===== src/pwm12_defines.vh =====
`ifndef PWM12_DEFINES_VH
`define PWM12_DEFINES_VH

// register offsets
`define OFS_SETTING_LOW     8'h28
`define OFS_SETTING_HIGH    8'h29
`define OFS_MODE            8'h2A
`define OFS_CONTROL         8'h2B
`define OFS_COUNT           8'h2C
`define OFS_STATUS          8'h2D

// reset values
`define RST_SETTING_LOW     8'hFF
`define RST_SETTING_HIGH    8'hFF
`define RST_MODE            8'h00
`define RST_CONTROL         8'h00

// setting field positions
`define DUTY_LOW_MSB        7
`define DUTY_LOW_LSB        4
`define EXTRA_MSB           3
`define EXTRA_LSB           0
`define DUTY_HIGH_MSB       3
`define DUTY_HIGH_LSB       0
`define SPARE_MSB           7
`define SPARE_LSB           4

// mode register fields
`define MODE_FIELD_MSB      1
`define MODE_FIELD_LSB      0
`define MODE_CLK_SRC        2
`define MODE_DIV_MSB        5
`define MODE_DIV_LSB        3
`define MODE_POLARITY       6
`define MODE_BUF_EN         7
`define MODE_PWM12          2'h2

// control register fields
`define CTL_CASCADE         0
`define CTL_LOWER_RUN       1
`define CTL_UPPER_RUN       2

// prescaler masks per divider select (source = clock / (mask + 1))
`define DIV_MASK_0          11'h7FF
`define DIV_MASK_1          11'h3FF
`define DIV_MASK_2          11'h0FF
`define DIV_MASK_3          11'h03F
`define DIV_MASK_4          11'h00F
`define DIV_MASK_5          11'h003
`define DIV_MASK_6          11'h001
`define DIV_MASK_7          11'h000

// count limits
`define COUNT_LAST          8'hFF
`define FRAME_LAST          4'hF

`endif


===== src/cascaded_timer_12bit_pwm.v =====
`timescale 1ns/10ps
`default_nettype none
`include "pwm12_defines.vh"

module cascaded_timer_12bit_pwm
(
	input  wire       clock,              // 40 MHz system clock
	input  wire       rst,                // synchronous reset, active high
	input  wire [7:0] addr,               // register address
	input  wire [7:0] wdata,              // register write data
	input  wire       wr,                 // write strobe
	input  wire       rd,                 // read strobe
	input  wire       external_count_pin, // external count clock
	output reg  [7:0] rdata,              // read data, cycle after rd
	output reg        pulse_output_pin,   // pwm output
	output reg        overflow_irq,       // pulse on every overflow
	output reg        frame_irq           // pulse on every sixteenth overflow
);

	// software registers
	reg  [7:0]  pwm_setting_low;
	reg  [3:0]  spare_high;
	reg  [11:0] combined_pwm_setting;
	reg  [11:0] setting_buffer;
	reg         buffer_pending;
	reg  [7:0]  upper_timer_mode_reg;
	reg  [7:0]  timer_pair_control;

	// timing state
	reg  [7:0]  count;
	reg  [3:0]  frame;
	reg         flipped;

	wire        tick;
	wire        add_pulse;
	wire [1:0]  mode_field;
	wire        clock_source_select;
	wire [2:0]  clock_divider_select;
	wire        output_polarity;
	wire        buffer_enable;
	wire        cascade_select;
	wire        lower_run_bit;
	wire        upper_run_bit;
	wire        pwm_mode;
	wire        running;
	wire [3:0]  duty_high_nibble;
	wire [3:0]  duty_low_nibble;
	wire [7:0]  duty_width;
	wire [3:0]  extra_bits;
	wire [8:0]  match_target;
	wire        overflow;
	wire        frame_end;
	wire        commit;
	wire [11:0] new_setting;
	wire [11:0] shown_setting;
	reg  [7:0]  next_rdata;
	reg  [7:0]  next_count;
	reg  [3:0]  next_frame;
	reg         next_flipped;
	reg         next_pin;
	reg  [11:0] next_active;
	reg         next_pending;
	wire        match_now;
	wire [7:0]  shown_low;
	wire [7:0]  shown_high;
	wire [7:0]  status_byte;
	wire        write_low;
	wire        write_mode;
	wire        write_control;
	wire        mode_locked;

	// reset image of the two setting registers, high byte first
	localparam [15:0] reset_setting = {`RST_SETTING_HIGH, `RST_SETTING_LOW};

	assign mode_field = upper_timer_mode_reg[`MODE_FIELD_MSB:`MODE_FIELD_LSB];
	assign clock_source_select = upper_timer_mode_reg[`MODE_CLK_SRC];
	assign clock_divider_select = upper_timer_mode_reg[`MODE_DIV_MSB:`MODE_DIV_LSB];
	assign output_polarity = upper_timer_mode_reg[`MODE_POLARITY];
	assign buffer_enable = upper_timer_mode_reg[`MODE_BUF_EN];
	assign cascade_select = timer_pair_control[`CTL_CASCADE];
	assign lower_run_bit = timer_pair_control[`CTL_LOWER_RUN];
	assign upper_run_bit = timer_pair_control[`CTL_UPPER_RUN];

	assign pwm_mode = cascade_select & (mode_field == `MODE_PWM12);
	assign running = pwm_mode & upper_run_bit;

	// active setting: duty in bits 11..4, extra-pulse field in 3..0
	assign duty_high_nibble = combined_pwm_setting[11:8];
	assign duty_low_nibble = combined_pwm_setting[7:4];
	assign duty_width = {duty_high_nibble, duty_low_nibble};
	assign extra_bits = combined_pwm_setting[`EXTRA_MSB:`EXTRA_LSB];

	// later toggle by one count in chosen cycles
	assign match_target = {1'b0, duty_width} + {8'h00, add_pulse};

	assign overflow = running & tick & (count == `COUNT_LAST);
	assign frame_end = overflow & (frame == `FRAME_LAST);

	assign commit = wr & (addr == `OFS_SETTING_HIGH);
	assign new_setting = {wdata[`DUTY_HIGH_MSB:`DUTY_HIGH_LSB], pwm_setting_low};
	assign shown_setting = buffer_enable ? setting_buffer : combined_pwm_setting;
	assign shown_low = shown_setting[7:0];
	assign shown_high = {spare_high, shown_setting[11:8]};
	assign status_byte = {frame, 1'b0, flipped, buffer_pending, running};
	assign match_now = ({1'b0, count} == match_target);

	// write decode
	assign write_low = wr & (addr == `OFS_SETTING_LOW);
	assign write_mode = wr & (addr == `OFS_MODE);
	assign write_control = wr & (addr == `OFS_CONTROL);
	assign mode_locked = lower_run_bit | upper_run_bit;

	clock_source u_clock_source
	(
		.clock                (clock),
		.rst                  (rst),
		.clock_source_select  (clock_source_select),
		.clock_divider_select (clock_divider_select),
		.external_count_pin   (external_count_pin),
		.tick                 (tick)
	);

	extra_pulse_select u_extra_pulse_select
	(
		.frame_index (frame),
		.extra_bits  (extra_bits),
		.add_pulse   (add_pulse)
	);

	// mode register, locked while either run bit is set
	always @(posedge clock)
	begin
		if (rst)
			upper_timer_mode_reg <= `RST_MODE;
		else if (write_mode && !mode_locked)
			upper_timer_mode_reg <= wdata;
	end

	// control register
	always @(posedge clock)
	begin
		if (rst)
			timer_pair_control <= `RST_CONTROL;
		else if (write_control)
			timer_pair_control <= wdata;
	end

	// low setting register, only staged until the high write
	always @(posedge clock)
	begin
		if (rst)
			pwm_setting_low <= reset_setting[7:0];
		else if (write_low)
			pwm_setting_low <= wdata;
	end

	// high write: spare nibble and buffer copy
	always @(posedge clock)
	begin
		if (rst)
		begin
			spare_high <= reset_setting[15:12];
			setting_buffer <= reset_setting[11:0];
		end
		else if (commit)
		begin
			spare_high <= wdata[`SPARE_MSB:`SPARE_LSB];
			setting_buffer <= new_setting;
		end
	end

	// active setting and pending buffer flag
	always @*
	begin
		next_active = combined_pwm_setting;
		next_pending = buffer_pending;
		// a buffered commit in a frame-end cycle wins and waits for the next frame end
		if (commit)
		begin
			if (!running)
			begin
				next_active = new_setting;
				next_pending = 1'b0;
			end
			else if (!buffer_enable)
			begin
				next_active = new_setting;
				next_pending = 1'b0;
			end
			else
			begin
				next_pending = 1'b1;
			end
		end
		else if (frame_end && buffer_enable && buffer_pending)
		begin
			next_active = setting_buffer;
			next_pending = 1'b0;
		end
	end

	always @(posedge clock)
	begin
		if (rst)
		begin
			combined_pwm_setting <= reset_setting[11:0];
			buffer_pending <= 1'b0;
		end
		else
		begin
			combined_pwm_setting <= next_active;
			buffer_pending <= next_pending;
		end
	end

	// next counter, frame position and output level
	always @*
	begin
		next_count = count;
		next_frame = frame;
		next_flipped = flipped;
		next_pin = pulse_output_pin;
		if (!running)
		begin
			next_count = 8'h00;
			next_frame = 4'h0;
			next_flipped = 1'b0;
			next_pin = output_polarity;
		end
		else if (overflow)
		begin
			next_count = 8'h00;
			next_frame = frame + 4'h1;
			next_flipped = 1'b0;
			next_pin = output_polarity;
		end
		else
		begin
			if (tick)
				next_count = count + 8'h01;
			// compare every cycle so a fresh equal value hits at once
			// duty 255 plus an extra pulse never matches, pin stays at polarity
			if (!flipped && match_now)
			begin
				next_flipped = 1'b1;
				next_pin = ~output_polarity;
			end
		end
	end

	// counter and frame position
	always @(posedge clock)
	begin
		if (rst)
		begin
			count <= 8'h00;
			frame <= 4'h0;
			flipped <= 1'b0;
		end
		else
		begin
			count <= next_count;
			frame <= next_frame;
			flipped <= next_flipped;
		end
	end

	// output pin, low out of reset as polarity resets to 0
	always @(posedge clock)
	begin
		if (rst)
			pulse_output_pin <= 1'b0;
		else
			pulse_output_pin <= next_pin;
	end

	// interrupt pulses, one cycle each
	always @(posedge clock)
	begin
		if (rst)
		begin
			overflow_irq <= 1'b0;
			frame_irq <= 1'b0;
		end
		else
		begin
			overflow_irq <= overflow;
			frame_irq <= frame_end;
		end
	end

	// read data
	always @*
	begin
		next_rdata = 8'h00;
		case (addr)
			`OFS_SETTING_LOW:
				next_rdata = shown_low;
			`OFS_SETTING_HIGH:
				next_rdata = shown_high;
			`OFS_MODE:
				next_rdata = upper_timer_mode_reg;
			`OFS_CONTROL:
				next_rdata = timer_pair_control;
			`OFS_COUNT:
				next_rdata = count;
			`OFS_STATUS:
				next_rdata = status_byte;
			default:
				next_rdata = 8'h00;
		endcase
	end

	always @(posedge clock)
	begin
		if (rst)
			rdata <= 8'h00;
		else if (rd)
			rdata <= next_rdata;
		else
			rdata <= 8'h00;
	end

endmodule
`default_nettype wire


===== src/clock_source.v =====
`timescale 1ns/10ps
`default_nettype none
`include "pwm12_defines.vh"

module clock_source
(
	input  wire       clock,                // system clock
	input  wire       rst,                  // synchronous reset
	input  wire       clock_source_select,  // 1 external pin, 0 prescaler
	input  wire [2:0] clock_divider_select, // prescaler tap
	input  wire       external_count_pin,   // external count clock
	output reg        tick                  // one-cycle source clock enable
);

	reg  [10:0] pre;
	reg         ext_prev;
	reg  [10:0] mask;

	always @*
	begin
		case (clock_divider_select)
			3'h0: mask = `DIV_MASK_0;
			3'h1: mask = `DIV_MASK_1;
			3'h2: mask = `DIV_MASK_2;
			3'h3: mask = `DIV_MASK_3;
			3'h4: mask = `DIV_MASK_4;
			3'h5: mask = `DIV_MASK_5;
			3'h6: mask = `DIV_MASK_6;
			default: mask = `DIV_MASK_7;
		endcase
	end

	// external clock counts on its falling edge
	always @(posedge clock)
	begin
		if (rst)
		begin
			pre <= 11'h000;
			ext_prev <= 1'b0;
			tick <= 1'b0;
		end
		else
		begin
			pre <= pre + 11'h001;
			ext_prev <= external_count_pin;
			if (clock_source_select)
				tick <= ext_prev & ~external_count_pin;
			else
				tick <= ((pre & mask) == mask);
		end
	end

endmodule
`default_nettype wire


===== src/extra_pulse_select.v =====
`timescale 1ns/10ps
`default_nettype none

module extra_pulse_select
(
	input  wire [3:0] frame_index, // cycle within frame, 0 means cycle 1
	input  wire [3:0] extra_bits,  // additional-pulse field
	output wire       add_pulse    // this cycle gets one extra count
);

	// cycle n = frame_index + 1
	assign add_pulse = (extra_bits[0] & (frame_index == 4'h8))
		| (extra_bits[1] & (frame_index[2:0] == 3'h4))
		| (extra_bits[2] & (frame_index[1:0] == 2'h2))
		| (extra_bits[3] & frame_index[0]);

endmodule
`default_nettype wire


===== config.mk =====
export PLATFORM = sky130hd
export DESIGN_NAME = cascaded_timer_12bit_pwm
export DESIGN_NICKNAME = d
export VERILOG_FILES = /design/src/cascaded_timer_12bit_pwm.v /design/src/clock_source.v /design/src/extra_pulse_select.v
export VERILOG_INCLUDE_DIRS = /design/src /design/src/src
export SDC_FILE = /design/constraint.sdc
export NUM_CORES = 1
export LEC_CHECK = 0
export BUFFER_PORTS_ARGS = -buffer_cell sky130_fd_sc_hd__buf_2
export CAP_MARGIN = 10
export CORE_MARGIN = 2
export CORE_UTILIZATION = 35
export CTS_CLUSTER_DIAMETER = 40
export DETAILED_ROUTE_END_ITERATION = 16
export PLACE_DENSITY = 0.49
export REMOVE_ABC_BUFFERS = 1
export SLEW_MARGIN = 10
export SYNTH_ARGS = -nofsm -noshare
export SYNTH_HDL_FRONTEND = slang
export SYNTH_SLANG_ARGS = --single-unit
export TNS_END_PERCENT = 20

===== constraint.sdc =====
create_clock -name clock -period 7.4 [get_ports clock]
set_input_delay 1.11 -clock clock [delete_from_list [all_inputs] [get_ports clock]]
set_output_delay 1.11 -clock clock [all_outputs]
set_load 0.01 [all_outputs]

; Yosys cells after proc, flatten, opt, wreduce, memory -nomap -nowiden
; Cells that the tools add are included.
[totals]
inputBits = 21
regBits = 90
out_inout_bits = 11
word_cells = 93
[op_classes]
reduce_logical = 12
n_bitwise = 23
mux = 15
n_eq_ne = 22
n_addsub = 4
[op_table]
columns = op, count
row1 = $pmux W11 S7, 1
row2 = $mux W12, 5
row3 = $eq A8 B6 Y1 const B, 6
row4 = $pmux W8 S6, 1
row5 = $and A1 B1 Y1, 14
row6 = $eq A3 B3 Y1 const B, 4
row7 = $add A11 B1 Y11 const B, 1
row8 = $and A11 B11 Y11, 1
row9 = $eq A11 B11 Y1, 1
row10 = $add A8 B1 Y9, 1
row11 = $eq A8 B9 Y1, 1
row12 = $add A8 B1 Y8 const B, 1
row13 = $eq A4 B4 Y1 const B, 2
row14 = $eq A8 B8 Y1 const B, 1
row15 = $mux W1, 8
row16 = $eq A3 B2 Y1 const B, 2
row17 = $add A4 B1 Y4 const B, 1
row18 = $eq A2 B2 Y1 const B, 2
row19 = $logic_and A1 B1 Y1, 4
row20 = $not A1 Y1, 4
row21 = $or A1 B1 Y1, 4
row22 = $reduce_or A2 Y1, 2
row23 = $eq A3 B1 Y1 const B, 1
row24 = $logic_not A3 Y1, 1
row25 = 6 further kinds, 7

; Logic depth before layout (Yosys ltp)
; Gate-level depths: netlist of the first run.
[logic_depth]
ltp_word = 11
depth_mapped = 11
depth_no_buf = 11

; By module
; A second synthesis of the first run with hierarchy kept.
[unflattened]
hier_cells = 447
area_unflattened_um2 = 4189.0
[modules_own_cells]
columns = module, seq_area_each_um2, n_inst, area_per_inst_um2, cells_each
row1 = cascaded_timer_12bit_pwm, 1541.5, 1, 3602.2, 384
row2 = clock_source, 260.2, 1, 546.8, 56
row3 = extra_pulse_select, 0.0, 1, 40.0, 7

; Worst setup path after synthesis of the first run
; OpenSTA, ideal clock, no wires.
[synth_timing]
kind = input to register
startpoint = input port addr[4]
endpoint = register combined_pwm_setting[3]
stages = 7
arrival_ns = 2.461
setup_time_ns = 0.114
path_buffers = 2
required_time_ns = 7.286
setup_slack_ns = 4.825
cell_sequence = nor4b_4 and4_1 buf_2 a211oi_4 buf_6 a221o_1 a21o_1
[synth_via]
elab_chain_len = 4
[synth_lines]
columns = element, line
row1 = "start, declared", cascaded_timer_12bit_pwm.v:9  ; input wire [7:0] addr,
row2 = $eq A8 B6 Y1 (*), -
row3 = $and A1 B1 Y1 (*), cascaded_timer_12bit_pwm.v:99  ; assign commit = wr & (addr == `OFS_SETTING_HIGH);
row4 = $ne A3 B3 Y1 (no source line) or $reduce_bool A2 Y1 (tied branches), -
row5 = $reduce_and A2 Y1 (no source line), -
row6 = "end signal, assigned", cascaded_timer_12bit_pwm.v:206  ; combined_pwm_setting <= reset_setting[11:0];
row7 = "end signal, assigned", cascaded_timer_12bit_pwm.v:211  ; combined_pwm_setting <= next_active;
row8 = "end, declared", cascaded_timer_12bit_pwm.v:23  ; reg [11:0] combined_pwm_setting;
; Every way passes the cells marked *; elsewhere a longest branch is shown, timed or not.
; A chain may end at the register's enable or synchronous reset.

; Final worst setup path of the first run
[layout_timing]
startpoint = register frame[0]
endpoint = register pulse_output_pin
[layout_via]
elab_chain_len = 9
[layout_lines]
columns = element, line
row1 = "start, declared", cascaded_timer_12bit_pwm.v:31  ; reg [3:0] frame;
row2 = "start signal, assigned", cascaded_timer_12bit_pwm.v:263  ; frame <= next_frame;
row3 = $eq A4 B4 Y1 or $eq A3 B3 Y1 (tied branches), "extra_pulse_select.v:12, extra_pulse_select.v:13"
row4 = $and A1 B1 Y1 (on tied branches), "extra_pulse_select.v:12, extra_pulse_select.v:13"
row5 = $or A1 B1 Y1, extra_pulse_select.v:13  ; | (extra_bits[1] & (frame_index[2:0] == 3'h4))
row6 = $or A1 B1 Y1, extra_pulse_select.v:14  ; | (extra_bits[2] & (frame_index[1:0] == 2'h2))
row7 = $or A1 B1 Y1 (*), extra_pulse_select.v:15  ; | (extra_bits[3] & frame_index[0]);
row8 = $add A8 B1 Y9 (*), cascaded_timer_12bit_pwm.v:94  ; assign match_target = {1'b0, duty_width} + {8'h00, add_pulse};
row9 = $eq A8 B9 Y1 (*), cascaded_timer_12bit_pwm.v:105  ; assign match_now = ({1'b0, count} == match_target);
row10 = $logic_and A1 B1 Y1 (*), cascaded_timer_12bit_pwm.v:243  ; if (!flipped && match_now)
row11 = $ne A3 B1 Y1 (no source line) (*), -
row12 = "end signal, assigned", cascaded_timer_12bit_pwm.v:274  ; pulse_output_pin <= next_pin;
row13 = "end, declared", cascaded_timer_12bit_pwm.v:15  ; output reg pulse_output_pin,
; Marks and branches as above.

==> flow_summary.yaml, run 1 <==
drt:
  first_pass_iters: 4
  wire_per_inst_um: 17.2
  drtAntennaViolNets: 0
  drt_iter0_drc: 198
  drt-total-wl_mm: 11.4
  drc_errors: 0
  drt-vias-per-instance: 5.28
  via_count: 3492
worst_setup_path:
  path_class: "reg2reg"
  worstPathCellList: "inv_1 > ha_1 > a222oi_1 > inv_1 > ha_1 > ha_1 > o21ba_2 > a221oi_1 > o211ai_1 > or3_1 > o211ai_1"
  path_delay_family: "compound AO/OA/AOI/OAI gates"
  cp_slowest_cell: "dfxtp_1"
  slowest_delay_ns: 0.45
  startpoint_type: "register"
  crit_path_end_kind: "register"
  cp.arrival_ns: 3.19
  cp-startpoint: "frame[0]"
  r2r-start: "frame[0]"
  crit_top_cell: "ha_1"
  cp_max_fo: 6
  critPathBufInv: 2
  worst-endpoint-required_ns: 7.67
clocking:
  cts_setup_buffers: 0
  root_buffer: "clkbuf_16"
  cts_sinks: 90
  cts_hold_buf: 0
  path_clk_slew_ns: 0.06
  insertion_delay_ns: 0.35
  cts_tree: "yes"
  post_cts_resize_count: 0
  clockBufferDepth: 2
  cts.htree.levels: 3
  numCtsBuffers: 9
global_routing:
  grt_max_degree: 74
  antenna_found_initial: 0
  grt_pass1_wl_mm: 18.2
  grt-ovfl-total: 0
  grt_usage: 0.180
  grt_pass1_vias: 3285
cells_and_area:
  fillers: 1264
  syn_to_final_growth_pct: 13.3
  antenna_cells: 0
  top_regs: "combined_pwm_setting (12), setting_buffer (12), u_clock_source.pre (11)"
  finalNetCount: 516
  drive_gt1_frac: 0.150
sta:
  min_period_over_period: 0.395
  fmaxAchievable_ghz: 0.342
  slew_headroom: 0.387
  final-setup-viol-count: 0
  tightest_slew_ns: 0.912
  finalMaxSlewViolations: 0
  finalHoldViolations: 0
  fin_crit_ns: 2.92
  setup_tns_ns: 0
  grt_setup_unrepaired: "no"
  clock_skew_ns: 0.00467
hold_path:
  worstHoldStart: "timer_pair_control[5]"
  min_path_type: "reg2reg"
die:
  die_w_um: 116
  fp.dieH_um: 116
  die-area_sq_um: 13500
  core_sq_um: 12100
  rows: 40
  start_util: 0.363
  io_pins: 32
placement:
  dp_hpwl_mm: 8.05
  gp_congestion: 0.787
  port-buffer-count: 31
power:
  power.density_nw_per_um2: 212
  p_leak_uw: 0.00181
  peakVddDrop_v: 0.000131
  fin_total_pwr_uw: 1060
logic_synthesis:
  synth_warnings: 0
  ys_ff_latch: 90
  synth-edff-count: 0
  synth_cells: 472
  synth.yosys.seq_area_share: 0.410
  ys.flop_type: "dfxtp_1"
  avgSynthCellArea_sq_um: 9.30
  synthesis.area_sq_um: 4390
  synthDistinctLibCells: 58
  synthArstFlopShare: 0
outcome:
  status: "finished clean"
flow_run:
  maxCapViolCount: 0
## stage by stage
stage	utilization	setup WS, ns	cells	hold slack [ns]	cell area, sq um
floorplan	-	4.58	443	0.422	4240
detailed placement	0.382	4.37	645	0.447	4630
finish	0.411	4.48	661	0.457	4970
global route	0.411	4.23	661	0.478	4970
CTS	0.411	4.47	661	0.456	4970
global placement	0.382	4.42	645	0.439	4630
## cell type report
cell class                 instances  area (sq um)  share of cell area
multi-input combinational        342          2400               0.483
clock buffer                       9           225              0.0453
clock inverter                     7           116              0.0234
tap                              168           210              0.0423
timing repair buffer              34           178              0.0357
inverter                          11          41.3             0.00830
sequential                        90          1800               0.362
## cells by family after synthesis
family	after synthesis	synth area share
flip-flops	90	0.410
buffers and inverters	40	0.0430
AND/OR/NAND/NOR	182	0.220
XOR/XNOR	25	0.0499
multiplexers	33	0.0938
AO/OA/AOI/OAI	95	0.163
adder cells (fa/ha/maj)	7	0.0199
## cell usage after synthesis (all sizes together) (2+ instances only)
cell type / count / area, sq um
a221o: 11 / 110
and3: 4 / 25.0
a21oi: 19 / 95.1
nand2b: 3 / 18.8
mux2i: 22 / 220
nand3: 12 / 70.1
nor3: 8 / 45.0
nor2b: 20 / 125
buf: 18 / 106
a221oi: 2 / 17.5
nand2: 50 / 188
nor3b: 3 / 22.5
o21ai: 14 / 70.1
clkbuf: 11 / 41.3
nand3b: 9 / 67.6
o2bb2ai: 3 / 26.3
and2: 3 / 18.8
or3: 6 / 42.5
inv: 11 / 41.3
dfxtp: 90 / 1800
a22oi: 3 / 22.5
xor2: 16 / 140
and4: 3 / 27.5
mux2: 5 / 56.3
xnor2: 9 / 78.8
o31ai: 2 / 15.0
ha: 7 / 87.6
a21o: 11 / 82.6
a211o: 17 / 149
o211ai: 4 / 30.0
nor2: 45 / 174
mux4: 6 / 135
nand4: 9 / 68.8
## power by group
part | leakage [uW] | internal, uW | switching [uW]
clock | 0.000166 | 330 | 194
sequential | 0.000727 | 487 | 2.71
combinational | 0.000917 | 15.9 | 25.7
## path summary, 6_finish.rpt
kind	depth (start not counted)	slack [ns]	end
worst max-delay path	11	4.48	pulse_output_pin
worst min-delay path	2	0.46	timer_pair_control[5]
worst max register to register	11	4.48	pulse_output_pin
worst min register to register	2	0.46	timer_pair_control[5]
## layer usage
metal / routed length, um / global-route usage
met1: 5540 / 0.247
met2: 5130 / 0.271
met3: 430 / 0.0486
met4: 269 / 0.0706
met5: 0 / 0
## tightest hold or removal path, delay by kind of cell (launching register included)
family / cells / cell delay, ns
DFF: 1 / 0.31
and+or+nand+nor: 1 / 0.05
AOI/OAI and AO/OA: 1 / 0.05
## cells in the final DEF (no fill, tap or decap), types with 6 or more instances in the layout
master / count
nand3_1: 10
xnor2_1: 9
clkbuf_16: 9
xor2_1: 16
nor2_1: 43
inv_1: 11
a21o_1: 11
buf_2: 31
mux4_2: 6
nand4_1: 7
a21oi_1: 19
ha_1: 7
nor2b_1: 20
nand2_1: 50
dfxtp_1: 90
a211o_1: 17
nor3_1: 7
o21ai_0: 14
mux2i_1: 22
a221o_1: 11
nand3b_1: 9
Note: power is estimated with default switching activity, not from simulation.
==> run 2, diff against run 1 <==
--- a/config.mk
+++ b/config.mk
@@ -12,7 +12,7 @@
 export CORE_UTILIZATION = 35
 export CTS_CLUSTER_DIAMETER = 40
 export DETAILED_ROUTE_END_ITERATION = 16
-export PLACE_DENSITY = 0.49
+export PLACE_DENSITY = 0.51
 export REMOVE_ABC_BUFFERS = 1
 export SLEW_MARGIN = 10
 export SYNTH_ARGS = -nofsm -noshare
==> constraint.sdc (replaced) <==
create_clock -name clock -period 2.6 [get_ports clock]
set_input_delay 0.39 -clock clock [delete_from_list [all_inputs] [get_ports clock]]
set_output_delay 0.39 -clock clock [all_outputs]
set_load 0.01 [all_outputs]
==> flow_summary.yaml, run 2 (synthesized netlist as in run 1, its figures left out) <==
worst_setup_path:
  crit_path_end_kind: "register"
  slowest_delay_ns: 0.41
  path_delay_family: "compound AO/OA/AOI/OAI gates"
  r2r-start: "frame[1]"
  worstPathCellList: "inv_2 > ha_4 > a222oi_1 > inv_1 > ha_4 > ha_4 > o21ba_4 > a221oi_2 > o211ai_1 > or3_4 > o211ai_1"
  regToRegSetupSlack_ns: 0.01
  cp_slowest_cell: "or3_4"
  startpoint_type: "register"
  cp.arrival_ns: 2.86
  cp_max_fo: 4
  worst-endpoint-required_ns: 2.87
  path_class: "reg2reg"
  cp-startpoint: "frame[1]"
  crit_top_cell: "ha_4"
  critPathBufInv: 2
global_routing:
  grt_usage: 0.180
  antenna_found_initial: 0
  grt-ovfl-total: 0
  grt_pass1_wl_mm: 18.4
  grt_max_degree: 73
  grt_pass1_vias: 3418
sta:
  finalHoldViolations: 0
  fmaxAchievable_ghz: 0.387
  finalMaxSlewViolations: 0
  fin_crit_ns: 2.59
  final-setup-viol-count: 0
  tightest_slew_ns: 0.536
  min_period_over_period: 0.995
  grt_setup_unrepaired: "yes"
  clock_skew_ns: 0.00766
  slew_headroom: 0.642
  holdWs_ns: 0.283
cells_and_area:
  design_area_sq_um: 5190
  syn_to_final_growth_pct: 18.3
  finalNetCount: 538
  top_regs: "combined_pwm_setting (12), setting_buffer (12), u_clock_source.pre (11)"
  drive_gt1_frac: 0.206
  final_common_cell: "dfxtp_1"
  antenna_cells: 0
  mostFrequentLayoutCells: "dfxtp_1 (88), nand2_1 (50), nor2_1 (43), buf_2 (31), buf_4 (23)"
placement:
  port-buffer-count: 31
  dp_hpwl_mm: 8.17
  gp_congestion: 0.777
  post_dp_cell_area_sq_um: 4790
drt:
  wire_per_inst_um: 16.8
  drt-total-wl_mm: 11.5
  drt_iter0_drc: 255
  drtAntennaViolNets: 0
  via_count: 3576
  drt-vias-per-instance: 5.24
  drc_errors: 0
  first_pass_iters: 5
power:
  power_frac_clock: 0.480
  power.density_nw_per_um2: 561
  switching_share: 0.213
  seq_power_share: 0.478
  peakVddDrop_v: 0.000258
  p_leak_uw: 0.00194
  pwr-share-comb: 0.042
  switchingPower_uw: 620
  internal_power_uw: 2300
clocking:
  cts_sinks: 90
  cts_hold_buf: 0
  numCtsBuffers: 9
  insertion_delay_ns: 0.34
  root_buffer: "clkbuf_16"
  cts.htree.levels: 3
  cts_tree: "yes"
  clockBufferDepth: 2
  path_clk_slew_ns: 0.07
die:
  rows: 40
  die-area_sq_um: 13500
  io_pins: 32
  core_sq_um: 12100
  die_w_um: 116
  start_util: 0.363
  fp.dieH_um: 116
flow_run:
  maxCapViolCount: 0
hold_path:
  worstHoldStart: "external_count_pin"
  min_path_type: "in2reg"
outcome:
  status: "finished clean"
[run 2: cell count changes in the layout (fill, tap and decap cells not counted), moves of 2 or more]
cell	previous run	this run
dfxtp_1	90	88
inv_1	11	9
inv_2	0	2
ha_1	7	3
ha_4	0	3
buf_4	3	23
clkinv_2	2	4
[run 2: path summary, 6_finish.rpt]
kind | cells past startpoint | end
max reg2reg | 11 | pulse_output_pin
min reg2reg | 2 | timer_pair_control[5]
min | 2 | u_clock_source.ext_prev
max | 11 | pulse_output_pin
[run 2: cell type report]
type                    count  area (sq um)
clock buffers              10           239
clock inverters             6          80.1
fillers                  1233          6920
inverters                  11          41.3
multi-input cells         342          2460
flip-flops and latches     90          1810
well taps                 168           210
repair buffers             56           359
[run 2: timing repair]
action	4_1_cts	5_1_grt
pin swaps	1	6
setup endpoints to repair	2	2
setup buffers	0	3
gates resized for setup	2	15
[run 2: power groups by stage]
stage	Sequential, uW	Clock, uW	Combinational [uW]
after floorplan	1420	0	46.4
after global placement	1420	0	124
after detailed placement	1420	0	124
after CTS	1390	1440	125
after global routing	1390	1500	135
final	1390	1400	124
[run 2: metal layers]
layer / track usage / up-vias / routed length (um)
met5: 0 / - / 0
met4: 0.0786 / 0 / 323
met3: 0.0288 / 24 / 520
met2: 0.278 / 87 / 5280
met1: 0.250 / 1706 / 5330
li1: - / 1759 / -
[run 2: per-stage QoR]
| stage | util | power, uW | setup slack (ns) | std cells | setup TNS (ns) |
|---|---|---|---|---|---|
| detailed placement | 0.395 | 1550 | -0.0790 | 664 | -0.101 |
| floorplan | - | 1470 | 0.0370 | 443 | 0 |
| finish | 0.429 | 2920 | 0.0130 | 683 | 0 |
| global route | 0.429 | 3030 | -0.114 | 683 | -0.175 |
| global placement | 0.395 | 1550 | 0.0178 | 664 | 0 |
| CTS | 0.422 | 2950 | 0.00115 | 680 | 0 |
